**config.mk**
```make
export PLATFORM = sky130hd
export DESIGN_NAME = rtc_core
export DESIGN_NICKNAME = d
export VERILOG_FILES = /design/src/logic/rtc_pkg.sv /design/src/logic/rtc_core.sv
export SDC_FILE = /design/constraint.sdc
export NUM_CORES = 1
export LEC_CHECK = 0
export BUFFER_PORTS_ARGS = -buffer_cell sky130_fd_sc_hd__buf_2
export CAP_MARGIN = 0
export CORE_MARGIN = 1.5
export CORE_UTILIZATION = 25
export DETAILED_ROUTE_END_ITERATION = 8
export GPL_TIMING_DRIVEN = 0
export SLEW_MARGIN = 20
export SYNTH_ARGS = -nofsm -noshare
export SYNTH_HDL_FRONTEND = slang
export SYNTH_SLANG_ARGS = --single-unit
```
**constraint.sdc**
```tcl
create_clock -name clk_sys -period 4.03 [get_ports clk_sys]
set_input_delay 1.209 -clock clk_sys [delete_from_list [all_inputs] [get_ports clk_sys]]
set_output_delay 1.209 -clock clk_sys [all_outputs]
set_load 0.03 [all_outputs]
```
**src/logic/rtc_pkg.sv**
```systemverilog
// Purpose: Shared constants and types for the real-time clock core
// Assumes: 32-bit AXI4-Lite register window, 8-bit byte address
// Notes: Offsets are byte addresses of aligned words
package rtc_pkg;
  // ------------------------------------------------------------
  // Register map
  // ------------------------------------------------------------
  localparam int ADDR_W = 8;
  localparam logic [7:0] OFS_TIME = 8'h00;
  localparam logic [7:0] OFS_DATE = 8'h04;
  localparam logic [7:0] OFS_CTRL = 8'h08;
  localparam logic [7:0] OFS_STAT = 8'h0c;
  localparam logic [7:0] OFS_PRESC = 8'h10;
  localparam logic [7:0] OFS_KEY = 8'h14;
  localparam logic [7:0] OFS_SUBSEC = 8'h18;
  localparam logic [7:0] OFS_ALM_A_TIME = 8'h1c;
  localparam logic [7:0] OFS_ALM_B_TIME = 8'h20;
  localparam logic [7:0] OFS_ALM_A_SS = 8'h24;
  localparam logic [7:0] OFS_ALM_B_SS = 8'h28;
  localparam logic [7:0] OFS_ALM_A_BIN = 8'h2c;
  localparam logic [7:0] OFS_ALM_B_BIN = 8'h30;
  // ------------------------------------------------------------
  // Field positions
  // ------------------------------------------------------------
  localparam int CTRL_INIT = 0;
  localparam int CTRL_READY = 1;
  localparam int CTRL_MODE = 2;
  localparam int CTRL_INC = 4;
  localparam int CTRL_BYPASS = 7;
  localparam int CTRL_EN = 8;
  localparam int CTRL_IE = 10;
  localparam int CTRL_OUT_EN = 12;
  localparam int CTRL_OUT_POL = 13;
  localparam int CTRL_OUT_SEL = 14;
  localparam int STAT_FLAG = 0;
  localparam int STAT_WA = 2;
  localparam int PRESC_ASYNC = 16;
  localparam int ALM_IGN_SEC = 7;
  localparam int ALM_IGN_MIN = 15;
  localparam int ALM_IGN_HOUR = 23;
  localparam int ALM_IGN_DAY = 31;
  localparam int ALM_DATE = 24;
  localparam int ALM_SS_USE = 31;
  // ------------------------------------------------------------
  // Values and counts
  // ------------------------------------------------------------
  localparam logic [7:0] KEY_FIRST = 8'hca;
  localparam logic [7:0] KEY_SECOND = 8'h53;
  localparam logic [7:0] KEY_RELOCK = 8'hff;
  localparam logic [6:0] ASYNC_RST = 7'h7f;
  localparam logic [14:0] SYNC_RST = 15'h00ff;
  localparam logic [31:0] SS_RELOAD = 32'hffff_ffff;
  localparam logic [1:0] SYNC_KTICKS = 2'h2;
  localparam logic [5:0] DATE_RST = 6'h01;
  localparam logic [1:0] RESP_OKAY = 2'h0;
  localparam logic [1:0] RESP_SLVERR = 2'h2;
  typedef enum logic [1:0] {MODE_BCD = 2'b00, MODE_BINARY = 2'b01,
    MODE_MIXED = 2'b11, MODE_MIXED_ALT = 2'b10} bin_mode_t;
  typedef enum logic [1:0] {KEY_LOCKED = 2'b00, KEY_HALF = 2'b01,
    KEY_OPEN = 2'b11, KEY_BAD = 2'b10} key_state_t;
endpackage : rtc_pkg

```
**src/logic/rtc_core.sv**
```systemverilog
// Purpose: Real-time clock core with prescalers, binary/mixed modes, two alarms
// Assumes: kernel_clock is a slow pin sampled on clk_sys (100 MHz)
// Notes: All state sits in one struct registered by one process
//
// Our own choices: the AXI4-Lite slave port and the register offsets.
`timescale 1ns/1ns
module rtc_core (
  // System
  input wire logic clk_sys,
  input wire logic rst,
  // Kernel clock pin
  input wire logic kernel_clock,
  // AXI4-Lite slave
  input wire logic [7:0] s_axi_awaddr,
  input wire logic s_axi_awvalid,
  output logic s_axi_awready,
  input wire logic [31:0] s_axi_wdata,
  input wire logic [3:0] s_axi_wstrb,
  input wire logic s_axi_wvalid,
  output logic s_axi_wready,
  output logic [1:0] s_axi_bresp,
  output logic s_axi_bvalid,
  input wire logic s_axi_bready,
  input wire logic [7:0] s_axi_araddr,
  input wire logic s_axi_arvalid,
  output logic s_axi_arready,
  output logic [31:0] s_axi_rdata,
  output logic [1:0] s_axi_rresp,
  output logic s_axi_rvalid,
  input wire logic s_axi_rready,
  // Events
  output logic calendar_tick,
  output logic alarm_a_irq,
  output logic alarm_b_irq,
  output logic alarm_wakeup,
  output logic alarm_out
);
  typedef struct packed {
    logic [1:0] ksync;
    logic kprev;
    rtc_pkg::key_state_t key;
    logic init;
    logic ready;
    logic [1:0] init_cnt;
    rtc_pkg::bin_mode_t mode;
    logic [2:0] inc_sel;
    logic bypass;
    logic [1:0] en;
    logic [1:0] ie;
    logic [1:0] flag;
    logic [1:0] wa;
    logic [1:0][1:0] wa_cnt;
    logic out_en;
    logic out_pol;
    logic out_sel;
    logic out;
    logic [6:0] async_set;
    logic [6:0] async_cnt;
    logic [14:0] sync_set;
    logic [31:0] ss;
    logic [31:0] ss_shadow;
    logic [22:0] time_r;
    logic [22:0] time_shadow;
    logic [5:0] date;
    logic [5:0] date_shadow;
    logic [1:0][31:0] alm_time;
    logic [1:0][31:0] alm_ss;
    logic [1:0][31:0] alm_bin;
    logic apre_tick;
    logic sec_tick;
    logic upd;
    logic aw_full;
    logic [7:0] awaddr;
    logic w_full;
    logic [31:0] wdata;
    logic [3:0] wstrb;
    logic bvalid;
    logic [1:0] bresp;
    logic rvalid;
    logic [31:0] rdata;
    logic [1:0] rresp;
  } state_t;

  state_t q;
  state_t d;
  logic ktick;
  logic do_wr;
  logic prot_ok;
  logic [31:0] wv;
  logic [31:0] inc_mask;
  logic [31:0] ss_nxt;
  logic sec;
  logic [1:0] match;
  logic [1:0] trig;
  logic [1:0] clr;
  logic [1:0] alm_wr;
  logic [8:0] step;

  // ------------------------------------------------------------
  // BCD and byte-merge helpers
  // ------------------------------------------------------------
  // Returns {wrap, next}; wraps from top back to first
  function automatic logic [8:0] bcd_step(input logic [7:0] v, input logic [7:0] top,
    input logic [7:0] first);
    logic [8:0] r;
    r = {1'b0, v};
    if (v == top)
      r = {1'b1, first};
    else if (v[3:0] == 4'h9)
      r = {1'b0, v[7:4] + 4'h1, 4'h0};
    else
      r = {1'b0, v[7:4], v[3:0] + 4'h1};
    return r;
  endfunction : bcd_step

  // Byte-lane merge for partial writes
  function automatic logic [31:0] wmerge(input logic [31:0] old, input logic [31:0] nw,
    input logic [3:0] strb);
    logic [31:0] r;
    r = old;
    for (int b = 0; b < 4; b++)
      if (strb[b])
        r[8*b +: 8] = nw[8*b +: 8];
    return r;
  endfunction : wmerge

  // ------------------------------------------------------------
  // Alarm match, one unit per alarm
  // ------------------------------------------------------------
  for (genvar i = 0; i < 2; i++)
  begin : g_alarm
    logic m_ss;
    logic m_cal;
    // Binary mode has no calendar, so only the subsecond part counts
    assign m_ss = !q.alm_ss[i][rtc_pkg::ALM_SS_USE] ||
      ((q.mode == rtc_pkg::MODE_BCD) ? (q.ss[14:0] == q.alm_ss[i][14:0])
      : (q.ss == q.alm_bin[i]));
    assign m_cal = (q.mode == rtc_pkg::MODE_BINARY) ||
      ((q.alm_time[i][rtc_pkg::ALM_IGN_SEC] || q.time_r[6:0] == q.alm_time[i][6:0]) &&
      (q.alm_time[i][rtc_pkg::ALM_IGN_MIN] || q.time_r[14:8] == q.alm_time[i][14:8]) &&
      (q.alm_time[i][rtc_pkg::ALM_IGN_HOUR] || q.time_r[22:16] == q.alm_time[i][22:16]) &&
      (q.alm_time[i][rtc_pkg::ALM_IGN_DAY] || q.date == q.alm_time[i][29:24]));
    assign match[i] = m_ss && m_cal;
    // Without a subsecond term the alarm is checked once per second
    assign trig[i] = q.alm_ss[i][rtc_pkg::ALM_SS_USE] ? 1'b1 : q.sec_tick;
  end

  // ------------------------------------------------------------
  // Next-state logic
  // ------------------------------------------------------------
  // One pass covers sync, prescaler, calendar, alarms and the bus
  always_comb
  begin
    d = q;
    d.apre_tick = 1'b0;
    d.sec_tick = 1'b0;
    d.upd = 1'b0;
    sec = 1'b0;
    step = 9'h000;
    clr = 2'b00;
    alm_wr = 2'b00;
    d.ksync = {q.ksync[0], kernel_clock};
    d.kprev = q.ksync[1];
    ktick = q.ksync[1] && !q.kprev;
    inc_mask = ~(32'hffff_ffff << (32'(q.inc_sel) + 32'd1));
    ss_nxt = (q.ss == 32'h0) ? rtc_pkg::SS_RELOAD : q.ss - 32'h1;
    // Init handshake needs two kernel edges, like a real crossing
    if (!q.init)
    begin
      d.ready = 1'b0;
      d.init_cnt = 2'h0;
    end
    else if (ktick && !q.ready)
    begin
      if (q.init_cnt == rtc_pkg::SYNC_KTICKS - 2'h1)
        d.ready = 1'b1;
      else
        d.init_cnt = q.init_cnt + 2'h1;
    end
    // Write-allowed follows disable after two kernel edges
    for (int i = 0; i < 2; i++)
    begin
      if (q.en[i])
      begin
        d.wa[i] = 1'b0;
        d.wa_cnt[i] = 2'h0;
      end
      else if (ktick && !q.wa[i])
      begin
        if (q.wa_cnt[i] == rtc_pkg::SYNC_KTICKS - 2'h1)
          d.wa[i] = 1'b1;
        else
          d.wa_cnt[i] = q.wa_cnt[i] + 2'h1;
      end
    end
    // Asynchronous divider; stopped in init so counting resumes cleanly
    if (!q.init && ktick)
    begin
      if (q.async_cnt == 7'h0)
      begin
        d.async_cnt = q.async_set;
        d.apre_tick = 1'b1;
      end
      else
        d.async_cnt = q.async_cnt - 7'h1;
    end
    // Synchronous divider or binary counter
    if (q.apre_tick && !q.init)
    begin
      d.upd = 1'b1;
      if (q.mode == rtc_pkg::MODE_BCD)
      begin
        if (q.ss[14:0] == 15'h0)
        begin
          d.ss = {17'h0, q.sync_set};
          sec = 1'b1;
        end
        else
          d.ss = q.ss - 32'h1;
      end
      else
      begin
        d.ss = ss_nxt;
        sec = (q.mode != rtc_pkg::MODE_BINARY) && ((ss_nxt & inc_mask) == 32'h0);
      end
    end
    d.sec_tick = sec;
    // Calendar in BCD; binary mode leaves it frozen
    if (sec && q.mode != rtc_pkg::MODE_BINARY)
    begin
      step = bcd_step({1'b0, q.time_r[6:0]}, 8'h59, 8'h00);
      d.time_r[6:0] = step[6:0];
      if (step[8])
      begin
        step = bcd_step({1'b0, q.time_r[14:8]}, 8'h59, 8'h00);
        d.time_r[14:8] = step[6:0];
        if (step[8])
        begin
          step = bcd_step({2'b00, q.time_r[21:16]}, 8'h23, 8'h00);
          d.time_r[21:16] = step[5:0];
          if (step[8])
          begin
            step = bcd_step({2'b00, q.date}, 8'h31, 8'h01);
            d.date = step[5:0];
          end
        end
      end
    end
    // Shadows follow the live counters after each update and during init
    if (q.upd || q.init)
    begin
      d.ss_shadow = q.ss;
      d.time_shadow = q.time_r;
      d.date_shadow = q.date;
    end
    // AXI write channels are taken in either order
    if (s_axi_awvalid && !q.aw_full)
    begin
      d.aw_full = 1'b1;
      d.awaddr = s_axi_awaddr;
    end
    if (s_axi_wvalid && !q.w_full)
    begin
      d.w_full = 1'b1;
      d.wdata = s_axi_wdata;
      d.wstrb = s_axi_wstrb;
    end
    if (q.bvalid && s_axi_bready)
      d.bvalid = 1'b0;
    do_wr = q.aw_full && q.w_full && !q.bvalid;
    prot_ok = q.key == rtc_pkg::KEY_OPEN;
    wv = 32'h0;
    if (do_wr)
    begin
      d.aw_full = 1'b0;
      d.w_full = 1'b0;
      d.bvalid = 1'b1;
      d.bresp = rtc_pkg::RESP_OKAY;
      // Locked writes finish with OKAY and change nothing but the key state and the status flag clears
      unique case ({q.awaddr[7:2], 2'b00})
        rtc_pkg::OFS_KEY:
          if (q.wstrb[0])
          begin
            if (q.wdata[7:0] == rtc_pkg::KEY_FIRST)
              d.key = rtc_pkg::KEY_HALF;
            else if (q.key == rtc_pkg::KEY_HALF && q.wdata[7:0] == rtc_pkg::KEY_SECOND)
              d.key = rtc_pkg::KEY_OPEN;
            else
              d.key = rtc_pkg::KEY_LOCKED;
          end
        rtc_pkg::OFS_STAT:
          if (q.wstrb[0])
            clr = q.wdata[rtc_pkg::STAT_FLAG +: 2];
        rtc_pkg::OFS_CTRL:
          if (prot_ok)
          begin
            wv = wmerge({17'h0, q.out_sel, q.out_pol, q.out_en, q.ie, q.en, q.bypass,
              q.inc_sel, q.mode, q.ready, q.init}, q.wdata, q.wstrb);
            d.init = wv[rtc_pkg::CTRL_INIT];
            d.bypass = wv[rtc_pkg::CTRL_BYPASS];
            d.en = wv[rtc_pkg::CTRL_EN +: 2];
            d.ie = wv[rtc_pkg::CTRL_IE +: 2];
            d.out_en = wv[rtc_pkg::CTRL_OUT_EN];
            d.out_pol = wv[rtc_pkg::CTRL_OUT_POL];
            d.out_sel = wv[rtc_pkg::CTRL_OUT_SEL];
            if (q.init)
            begin
              d.mode = rtc_pkg::bin_mode_t'(wv[rtc_pkg::CTRL_MODE +: 2]);
              d.inc_sel = wv[rtc_pkg::CTRL_INC +: 3];
              if (wv[rtc_pkg::CTRL_MODE +: 2] == rtc_pkg::MODE_BINARY)
                d.ss = rtc_pkg::SS_RELOAD;
            end
          end
        rtc_pkg::OFS_PRESC:
          if (prot_ok && q.init)
          begin
            wv = wmerge({9'h0, q.async_set, 1'b0, q.sync_set}, q.wdata, q.wstrb);
            d.async_set = wv[rtc_pkg::PRESC_ASYNC +: 7];
            d.sync_set = wv[14:0];
            d.async_cnt = wv[rtc_pkg::PRESC_ASYNC +: 7];
            d.ss = {17'h0, wv[14:0]};
          end
        rtc_pkg::OFS_TIME:
          if (prot_ok && q.init)
            d.time_r = 23'(wmerge({9'h0, q.time_r}, q.wdata, q.wstrb) & 32'h007f_7f7f);
        rtc_pkg::OFS_DATE:
          if (prot_ok && q.init)
            d.date = 6'(wmerge({26'h0, q.date}, q.wdata, q.wstrb) & 32'h3f);
        rtc_pkg::OFS_ALM_A_TIME, rtc_pkg::OFS_ALM_B_TIME,
        rtc_pkg::OFS_ALM_A_SS, rtc_pkg::OFS_ALM_B_SS,
        rtc_pkg::OFS_ALM_A_BIN, rtc_pkg::OFS_ALM_B_BIN:
        begin
          // Even slots are alarm B, odd slots alarm A
          alm_wr[q.awaddr[2] ? 0 : 1] = prot_ok && (q.init || q.wa[q.awaddr[2] ? 0 : 1]);
          for (int i = 0; i < 2; i++)
            if (alm_wr[i])
            begin
              if (q.awaddr[7:4] == 4'h1 || q.awaddr == rtc_pkg::OFS_ALM_B_TIME)
                d.alm_time[i] = wmerge(q.alm_time[i], q.wdata, q.wstrb) & 32'hbfff_ffff;
              else if (q.awaddr[7:2] < rtc_pkg::OFS_ALM_A_BIN[7:2])
                d.alm_ss[i] = wmerge(q.alm_ss[i], q.wdata, q.wstrb) & 32'h8000_7fff;
              else
                d.alm_bin[i] = wmerge(q.alm_bin[i], q.wdata, q.wstrb);
            end
        end
        rtc_pkg::OFS_SUBSEC:
        begin
        end
        default:
          d.bresp = rtc_pkg::RESP_SLVERR;
      endcase
    end
    // Flags: clear first so a match in the same cycle wins
    for (int i = 0; i < 2; i++)
    begin
      if (clr[i])
        d.flag[i] = 1'b0;
      if (q.upd && q.en[i] && trig[i] && match[i])
        d.flag[i] = 1'b1;
    end
    d.out = (q.out_en && (q.out_sel ? q.flag[1] : q.flag[0])) ^ q.out_pol;
    // Read channel, one outstanding read
    if (q.rvalid && s_axi_rready)
      d.rvalid = 1'b0;
    if (s_axi_arvalid && !q.rvalid)
    begin
      d.rvalid = 1'b1;
      d.rresp = rtc_pkg::RESP_OKAY;
      unique case ({s_axi_araddr[7:2], 2'b00})
        rtc_pkg::OFS_TIME: d.rdata = {9'h0, q.bypass ? q.time_r : q.time_shadow};
        rtc_pkg::OFS_DATE: d.rdata = {26'h0, q.bypass ? q.date : q.date_shadow};
        rtc_pkg::OFS_CTRL: d.rdata = {17'h0, q.out_sel, q.out_pol, q.out_en, q.ie, q.en, q.bypass,
          q.inc_sel, q.mode, q.ready, q.init};
        rtc_pkg::OFS_STAT: d.rdata = {28'h0, q.wa, q.flag};
        rtc_pkg::OFS_PRESC: d.rdata = {9'h0, q.async_set, 1'b0, q.sync_set};
        rtc_pkg::OFS_KEY: d.rdata = 32'h0;
        rtc_pkg::OFS_SUBSEC: d.rdata = q.bypass ? q.ss : q.ss_shadow;
        rtc_pkg::OFS_ALM_A_TIME: d.rdata = q.alm_time[0];
        rtc_pkg::OFS_ALM_B_TIME: d.rdata = q.alm_time[1];
        rtc_pkg::OFS_ALM_A_SS: d.rdata = q.alm_ss[0];
        rtc_pkg::OFS_ALM_B_SS: d.rdata = q.alm_ss[1];
        rtc_pkg::OFS_ALM_A_BIN: d.rdata = q.alm_bin[0];
        rtc_pkg::OFS_ALM_B_BIN: d.rdata = q.alm_bin[1];
        default:
        begin
          d.rdata = 32'h0;
          d.rresp = rtc_pkg::RESP_SLVERR;
        end
      endcase
    end
  end

  // ------------------------------------------------------------
  // State register
  // ------------------------------------------------------------
  always_ff @(posedge clk_sys)
  begin
    if (rst)
    begin
      q <= '0;
      q.key <= rtc_pkg::KEY_LOCKED;
      q.mode <= rtc_pkg::MODE_BCD;
      q.wa <= 2'b11;
      q.async_set <= rtc_pkg::ASYNC_RST;
      q.async_cnt <= rtc_pkg::ASYNC_RST;
      q.sync_set <= rtc_pkg::SYNC_RST;
      q.ss <= {17'h0, rtc_pkg::SYNC_RST};
      q.date <= rtc_pkg::DATE_RST;
    end
    else
      q <= d;
  end

  // Outputs
  assign s_axi_awready = !q.aw_full;
  assign s_axi_wready = !q.w_full;
  assign s_axi_bvalid = q.bvalid;
  assign s_axi_bresp = q.bresp;
  assign s_axi_arready = !q.rvalid;
  assign s_axi_rvalid = q.rvalid;
  assign s_axi_rdata = q.rdata;
  assign s_axi_rresp = q.rresp;
  assign calendar_tick = q.sec_tick;
  assign alarm_a_irq = q.flag[0] && q.ie[0];
  assign alarm_b_irq = q.flag[1] && q.ie[1];
  assign alarm_wakeup = alarm_a_irq || alarm_b_irq;
  assign alarm_out = q.out;
endmodule : rtc_core

```
==> results.yml, run 1 <==
layout:
  final_net_count: 3064
  layout.cells.most_common: "dfxtp_1"
  layout.cells.most_common_list: "420 x dfxtp_1, 383 x nand2_1, 286 x nor2_1, 280 x a21oi_1, 209 x clkbuf_1"
  area_occupied_by_multi_input_gates_um2: 12680
  finalCoreUtilization_pct: 29.63
  stdcell_count: 4189
  post_route_cells_drive_above_1_share_pct: 9.801
  ff_latch_area_um2: 8429
  num-fill-cells: 9436
  flow.area_growth_from_synthesis_pct: 17.14
grt:
  met1_usage_pct: 32.50
  routing_usage_on_met3_pct: 4.898
  grt_pass1_vias: 21220
  wire_length_of_the_first_global_routing_pass_um: 159600
  track_usage_pct: 24.42
  grt_overflow: 0
  grtUsageMet2_pct: 36.67
  maximum_number_of_pins_on_one_net_before_global_route_repair: 14
  globalRoute.busiestLayer: "met2"
  grt_antenna_before_repair: 4
power_and_ir_drop:
  static-leakage-power_uw: 0.009465
  power.ir.vdd_worst_v: 0.0002745
  powerDensity_nw_per_um2: 372.4
  design_power_total_uw: 9767
status:
  failed_checks: "DRC, setup timing"
  run_status: "complete, but fails checks"
clocking:
  hold_buf_cts: 0
  numClockSinks: 421
  cts-buffers-inserted: 49
  clockBufferDepth: 3
  clock_tree_from_tritoncts: "built"
  clock-root-buffer: "clkbuf_16"
  clkTransAtPathRegs_ps: 60
  cts_max_level: 2
  clk-insertion-delay-late_ps: 620
setup_path:
  critical_path.max_fanout: 10
  setup.worst_path.class: "reg2reg"
  worstSetupEndpointType: "register"
  required_ps: 4480
  arrival_ps: 4480
  internal_reg_to_reg_setup_slack_ps: -6
  cp-start-kind: "register"
routing:
  vias: 23300
  post_drt_wl_per_cell_um: 27.36
  avgViaCountPerCell: 5.561
  drt_first_iter_violations: 3240
  detail_route.drc_violations: 6
  routed_wl_um: 114600
  final_antenna_net_count: 0
  dr.pass1.iters: 8
floorplanning:
  num_rows: 109
  overall_die_area_um2: 91360
  num_io_pins: 106
  die_width_um: 302.3
  core_area_um2: 88510
  floorplan.initialDensity_pct: 25.29
  die_height_um: 302.3
placed_design:
  hpwl_um: 88880
  dpl.cell_count: 4095
  final_weighted_congestion_in_routability_driven_placement: 1.050
  count_of_input_and_output_buffers: 100
synthesis:
  synth.yosys.seq_area_share_pct: 37.65
  synth_cell_type_count: 81
  yosys_warnings: 0
  synth.top_cell.area_share_pct: 37.65
  synth_edf_count: 0
  synth_top_cell_by_area: "dfxtp_1"
  synth_top_flop_cell: "dfxtp_1"
  synthTopCellsByArea: "dfxtp_1 38%, mux2i_1 8.1%, nand2_1 6.4%"
  postSynthCellCount: 2825
  combined_area_of_all_synthesized_cells_um2: 22390
  syn_avg_cell_area_um2: 7.925
  synth.ff_latch_count: 421
  async_reset_ff_share_pct: 0
sta:
  hold_violations: 0
  setup_ws_ps: -5.580
  final_period_minus_worst_setup_slack_ps: 4036
  timing.final.crit_share_pct: 100.1
  slew_viol_final: 0
  achievable-frequency_mhz: 247.8
  worst_pin_slew_ps: 1241
  unrepaired_setup_endpoints_after_global_routing: "yes"
  slew_headroom_pct: 17.26
  report.final.setup_viol: 2
  final.setup_skew_ps: 33.57
  fin_worst_hold_slack_ps: 444.2
hold_path:
  min-delay-path-class: "reg2reg"
job:
  max-cap-violations: 0
[cells in the mapped netlist (5+ instances only)]
cell type	number
nor2_1	288
dfxtp_1	421
nand4_1	39
a211o_1	22
and3_1	26
nor2b_1	19
nand2b_1	16
xnor2_1	126
or3_1	11
o211ai_1	10
mux2_2	21
a211oi_1	27
a222oi_1	15
mux2i_1	182
o22ai_1	29
xor2_1	36
or2_2	12
or4_1	13
nor3_1	61
a21oi_1	280
o21ai_0	89
nand3b_1	6
o21bai_1	8
inv_1	36
buf_1	29
clkbuf_1	211
a2bb2oi_1	5
nand2_1	383
buf_4	36
nand3_1	111
a22oi_1	20
nor4_1	36
a311oi_1	14
and2_1	8
a221oi_1	27
a41oi_1	8
a31oi_1	43
ha_1	23
[power by group]
group	total, uW	switching [uW]	internal, uW	leakage (uW)
clock	4860	1990	2880	0.000837
combinational	632	484	148	0.00523
sequential	4270	65.2	4210	0.00340
total	9770	2540	7230	0.00947
[area by class of cell]
cell class / count / share of cell area, %
antenna: 4 / 0.03817
buffer: 280 / 4.656
clock buffer: 68 / 5.448
clock inverter: 22 / 1.202
inverter: 37 / 0.5296
multi-input combinational: 2086 / 48.35
sequential: 421 / 32.14
tap: 1165 / 5.558
timing repair buffer: 106 / 2.075
[state kept, by name, indices dropped and copies added (netlist names)]
signal         cells
q                381
s_axi_rdata       32
d                  2
alarm_out          1
calendar_tick      1
s_axi_bresp        1
s_axi_bvalid       1
s_axi_rresp        1
s_axi_rvalid       1
[worst max-delay path: stages (launching register included)]
cell and delay (ps):
dfxtp_1 360, clkbuf_1 490, and3_1 320, and2_1 160
and4_1 190, clkbuf_1 570, clkbuf_1 890, clkbuf_1 630
o21ai_0 250
[kinds of logic after synthesis]
kind of cell    count (synthesis)  share of synthesized area, %
mux                           203                         9.194
other cells                     1                       0.01675
buf+inv                       319                         6.041
simple gates                 1051                         21.39
compound gates                644                         18.02
xor+xnor                      163                         6.410
flops                         421                         37.65
fa+ha+maj                      23                         1.285
[path summary, 6_finish.rpt]
kind,end,startpoint,depth (start not counted)
setup reg to reg,q[422],q[455],8
hold reg to reg,d[458],d[460],1
hold / removal,d[458],d[460],1
setup / recovery,q[422],q[455],8
[metrics by stage]
stage          setup TNS (ps)  cell area (um^2)  worst slack [ps]
3_3_place_gp           -42880             24350             -1125
5_1_grt                -72.68             26220            -34.96
3_5_place_dp           -14960             24410            -514.9
4_1_cts                     0             26180             51.55
2_1_floorplan               0             22390             508.2
6_report               -5.774             26230            -5.580
[routing by layer]
layer  part of all wire [%]  wire (um)  vias up
li1                       -          -    10280
met1                     41      47010    11240
met2                     42      48540     1481
met3                     10      11680      290
met4                    6.4       7391        2
met5                  0.010         12        -
[what timing repair did]
action,in CTS,in global routing
endpoints found under the hold margin,0,0
endpoints found under the setup margin,26,26
pin swaps,1,3
setup buffers,1,1
gates resized for setup,4,12
(Power assumes the default switching activity.)
==> run 2: changes to the inputs <==
- ABC_AREA: default -> 1
- GPL_TIMING_DRIVEN: 0 -> default
- clock period: 4.03 -> 5.15 ns (I/O delays scaled with it)
==> run 2 against run 1 <==
The run now ends clean. Via count up 0.38%. Die area up 0.41%. First-iteration DRC count decreased by 9.1%. Setup slack improved by 1200 ps. Routed wire length fell by 19%. Clock power down 28%. Count of clock-buffer cells in the layout decreased by 7. Critical endpoint is now q[318]. Largest power group unchanged. Highest routed layer unchanged.
==> results.yml, run 2 <==
synthesis:
  syn_avg_cell_area_um2: 6.890
  synth.ff_latch_count: 421
  synthTopCellsByArea: "dfxtp_1 37%, o21ai_0 10%, a21oi_1 8.9%"
  synth_top_flop_cell: "dfxtp_1"
  synth.yosys.seq_area_share_pct: 37.49
  combined_area_of_all_synthesized_cells_um2: 22480
  yosys_warnings: 0
  synth.top_cell.area_share_pct: 37.49
  yosys-top-cells-count: "479 x nand2_1, 469 x o21ai_0, 421 x dfxtp_1"
  postSynthCellCount: 3263
  synth_top_cell_by_area: "dfxtp_1"
  synth_cell_type_count: 56
  synth.most_common_cell: "nand2_1"
  synth_edf_count: 0
  async_reset_ff_share_pct: 0
power_and_ir_drop:
  comb_power_share_pct: 4.5
  power.ir.vdd_worst_v: 0.0002354
  power_frac_seq_pct: 46.8
  power.switching_fraction_pct: 25.23
  internal_power_component_uw: 5403
  clkPwrFrac_pct: 48.7
  p_switching_uw: 1823
  static-leakage-power_uw: 0.009575
  powerDensity_nw_per_um2: 286.1
routing:
  post_drt_wl_per_cell_um: 21.07
  final_antenna_net_count: 0
  avgViaCountPerCell: 5.291
  detail_route.drc_violations: 0
  vias: 23380
  dr.pass1.iters: 6
  routed_wl_um: 93120
  drt_first_iter_violations: 2946
setup_path:
  cp-start-kind: "register"
  critical_path.max_fanout: 16
  timing.critical_path.slowest_cell_delay_ps: 670
  cp_common_cell: "nand2_1"
  cp_top_family: "simple AND/OR/NAND/NOR gates"
  worstSetupEndpointType: "register"
  critPathBufInv: 3
  setup.worst_path.class: "reg2reg"
  path_cells: "inv_1, ha_1, nand2_1, inv_1, nand2_1, nor2_1, nand2_2, nand2_1, nand2_1, nand2_1, nor2_1, nand3_1, o21ai_4, nand3_1, nand2_1, inv_1, nand3_1, a21oi_1"
  regToRegStartpoint: "q[370]"
  required_ps: 5640
  arrival_ps: 4460
  cpMaxStageDelayCell: "dfxtp_1"
  setup.worst_path.start: "q[370]"
grt:
  wire_length_of_the_first_global_routing_pass_um: 136000
  globalRoute.busiestLayer: "met2"
  met1_usage_pct: 25.84
  maximum_number_of_pins_on_one_net_before_global_route_repair: 115
  grt_antenna_before_repair: 2
  track_usage_pct: 19.65
  grtUsageMet2_pct: 30.37
  grt_overflow: 0
  grt_pass1_vias: 20840
  routing_usage_on_met3_pct: 2.993
sta:
  report.final.setup_viol: 0
  setup_total_negative_slack_ps: 0
  slew_viol_final: 0
  final.setup_skew_ps: 25.86
  final_period_minus_worst_setup_slack_ps: 3972
  hold_violations: 0
  worst_pin_slew_ps: 1088
  unrepaired_setup_endpoints_after_global_routing: "no"
  timing.final.crit_share_pct: 77.12
  achievable-frequency_mhz: 251.8
  slew_headroom_pct: 27.18
clocking:
  post_cts_resize_count: 0
  clk-insertion-delay-late_ps: 610
  clock-root-buffer: "clkbuf_16"
  cts-buffers-inserted: 45
  cts_max_level: 2
  clockBufferDepth: 3
  postCtsSetupBuffers: 0
  clkTransAtPathRegs_ps: 70
  numClockSinks: 421
  clock_tree_from_tritoncts: "built"
  hold_buf_cts: 0
floorplanning:
  num_rows: 109
  floorplan.initialDensity_pct: 25.32
  num_io_pins: 106
  overall_die_area_um2: 91730
  die_height_um: 302.9
  core_area_um2: 88780
  die_width_um: 302.9
placed_design:
  final_weighted_congestion_in_routability_driven_placement: 1.007
  hpwl_um: 68390
  dpl-instance-area_um2: 23680
  count_of_input_and_output_buffers: 101
job:
  max-cap-violations: 0
layout:
  regMostFlops: "q"
  final_net_count: 3300
  flow.area_growth_from_synthesis_pct: 12.34
  finished_cell_area_um2: 25260
  post_route_cells_drive_above_1_share_pct: 8.054
  area_occupied_by_multi_input_gates_um2: 11530
  layout.cells.most_common_list: "478 x nand2_1, 469 x o21ai_0, 420 x dfxtp_1, 399 x a21oi_1, 358 x inv_1"
  num-fill-cells: 9755
  finalCoreUtilization_pct: 28.45
  ff_latch_area_um2: 8429
  number_of_flip_flops_in_the_largest_register: 381
  layout.cells.most_common: "nand2_1"
status:
  run_status: "completed"
hold_path:
  min-delay-path-class: "reg2reg"
  min-delay-start: "d[460]"
==> run 2: changes by cell type after synthesis, moves of 24 or more <==
| cell | delta |
|---|---|
| a21oi_1 | +119 |
| a31oi_1 | -28 |
| and3_1 | -25 |
| buf_1 | -24 |
| clkbuf_1 | -49 |
| inv_1 | +324 |
| mux2i_1 | -182 |
| nand2_1 | +96 |
| o21ai_0 | +380 |
| o22ai_1 | +65 |
| xnor2_1 | -103 |
| xor2_1 | +24 |
==> run 2: worst paths after layout <==
kind | slack, ps | to | cells after the start
setup reg to reg | 1180 | q[318] | 18
hold reg to reg | 420 | d[458] | 2
hold / removal | 420 | d[458] | 2
setup / recovery | 1180 | q[318] | 18
==> run 2: through the flow <==
stage,cells,power [uW],setup WS [ps],hold WS (ps)
after floorplan,3264,3595,1954,388.3
after global placement,4335,3768,903.6,410.5
after detailed placement,4335,3768,908.7,413.3
after CTS,4418,7235,1309,427.1
after global routing,4418,7394,989.9,444.0
final,4419,7226,1179,417.5
==> run 2: worst register-to-register path, cell delays in order (launching register included) <==
cell     delay, ps
dfxtp_1        670
inv_1          250
ha_1           240
nand2_1        110
inv_1           50
nand2_1         80
nor2_1          60
nand2_2        230
nand2_1        160
nand2_1         90
nand2_1         50
nor2_1         120
nand3_1        140
o21ai_4        610
nand3_1        460
nand2_1        260
inv_1          110
nand3_1         90
a21oi_1         70
==> run 2: cell type report <==
class / count / share of cell area, %
multi-input combinational: 2232 / 45.67
sequential: 421 / 33.38
tap: 1165 / 5.772
inverter: 373 / 5.564
clock buffer: 61 / 5.137
timing repair buffer: 144 / 3.389
clock inverter: 22 / 1.080
antenna: 1 / 0.009908
==> run 2: power groups by stage <==
stage	Clock [uW]	Combinational, uW	Sequential, uW
floorplan	0	203	3390
global placement	0	319	3450
detailed placement	0	321	3450
CTS	3540	322	3370
global route	3660	355	3380
finish	3520	327	3380
==> run 2: kinds of logic after synthesis <==
| kind of cell | after synthesis | share of synthesized area (%) |
|---|---|---|
| and+or+nand+nor | 981 | 18.22 |
| buffers and inverters | 611 | 11.31 |
| xor gates and xnor gates | 85 | 3.378 |
| AOI/OAI and AO/OA | 1141 | 28.31 |
| DFF | 421 | 37.49 |
| adders and majority gates | 23 | 1.280 |
| other | 1 | 0.01668 |
==> run 2: routing by layer <==
layer  up-vias  share of wire, %
met5         -             0.014
met4         2               6.4
met3       266               9.3
met2      1308                43
met1     10840                41
li1      10970                 -
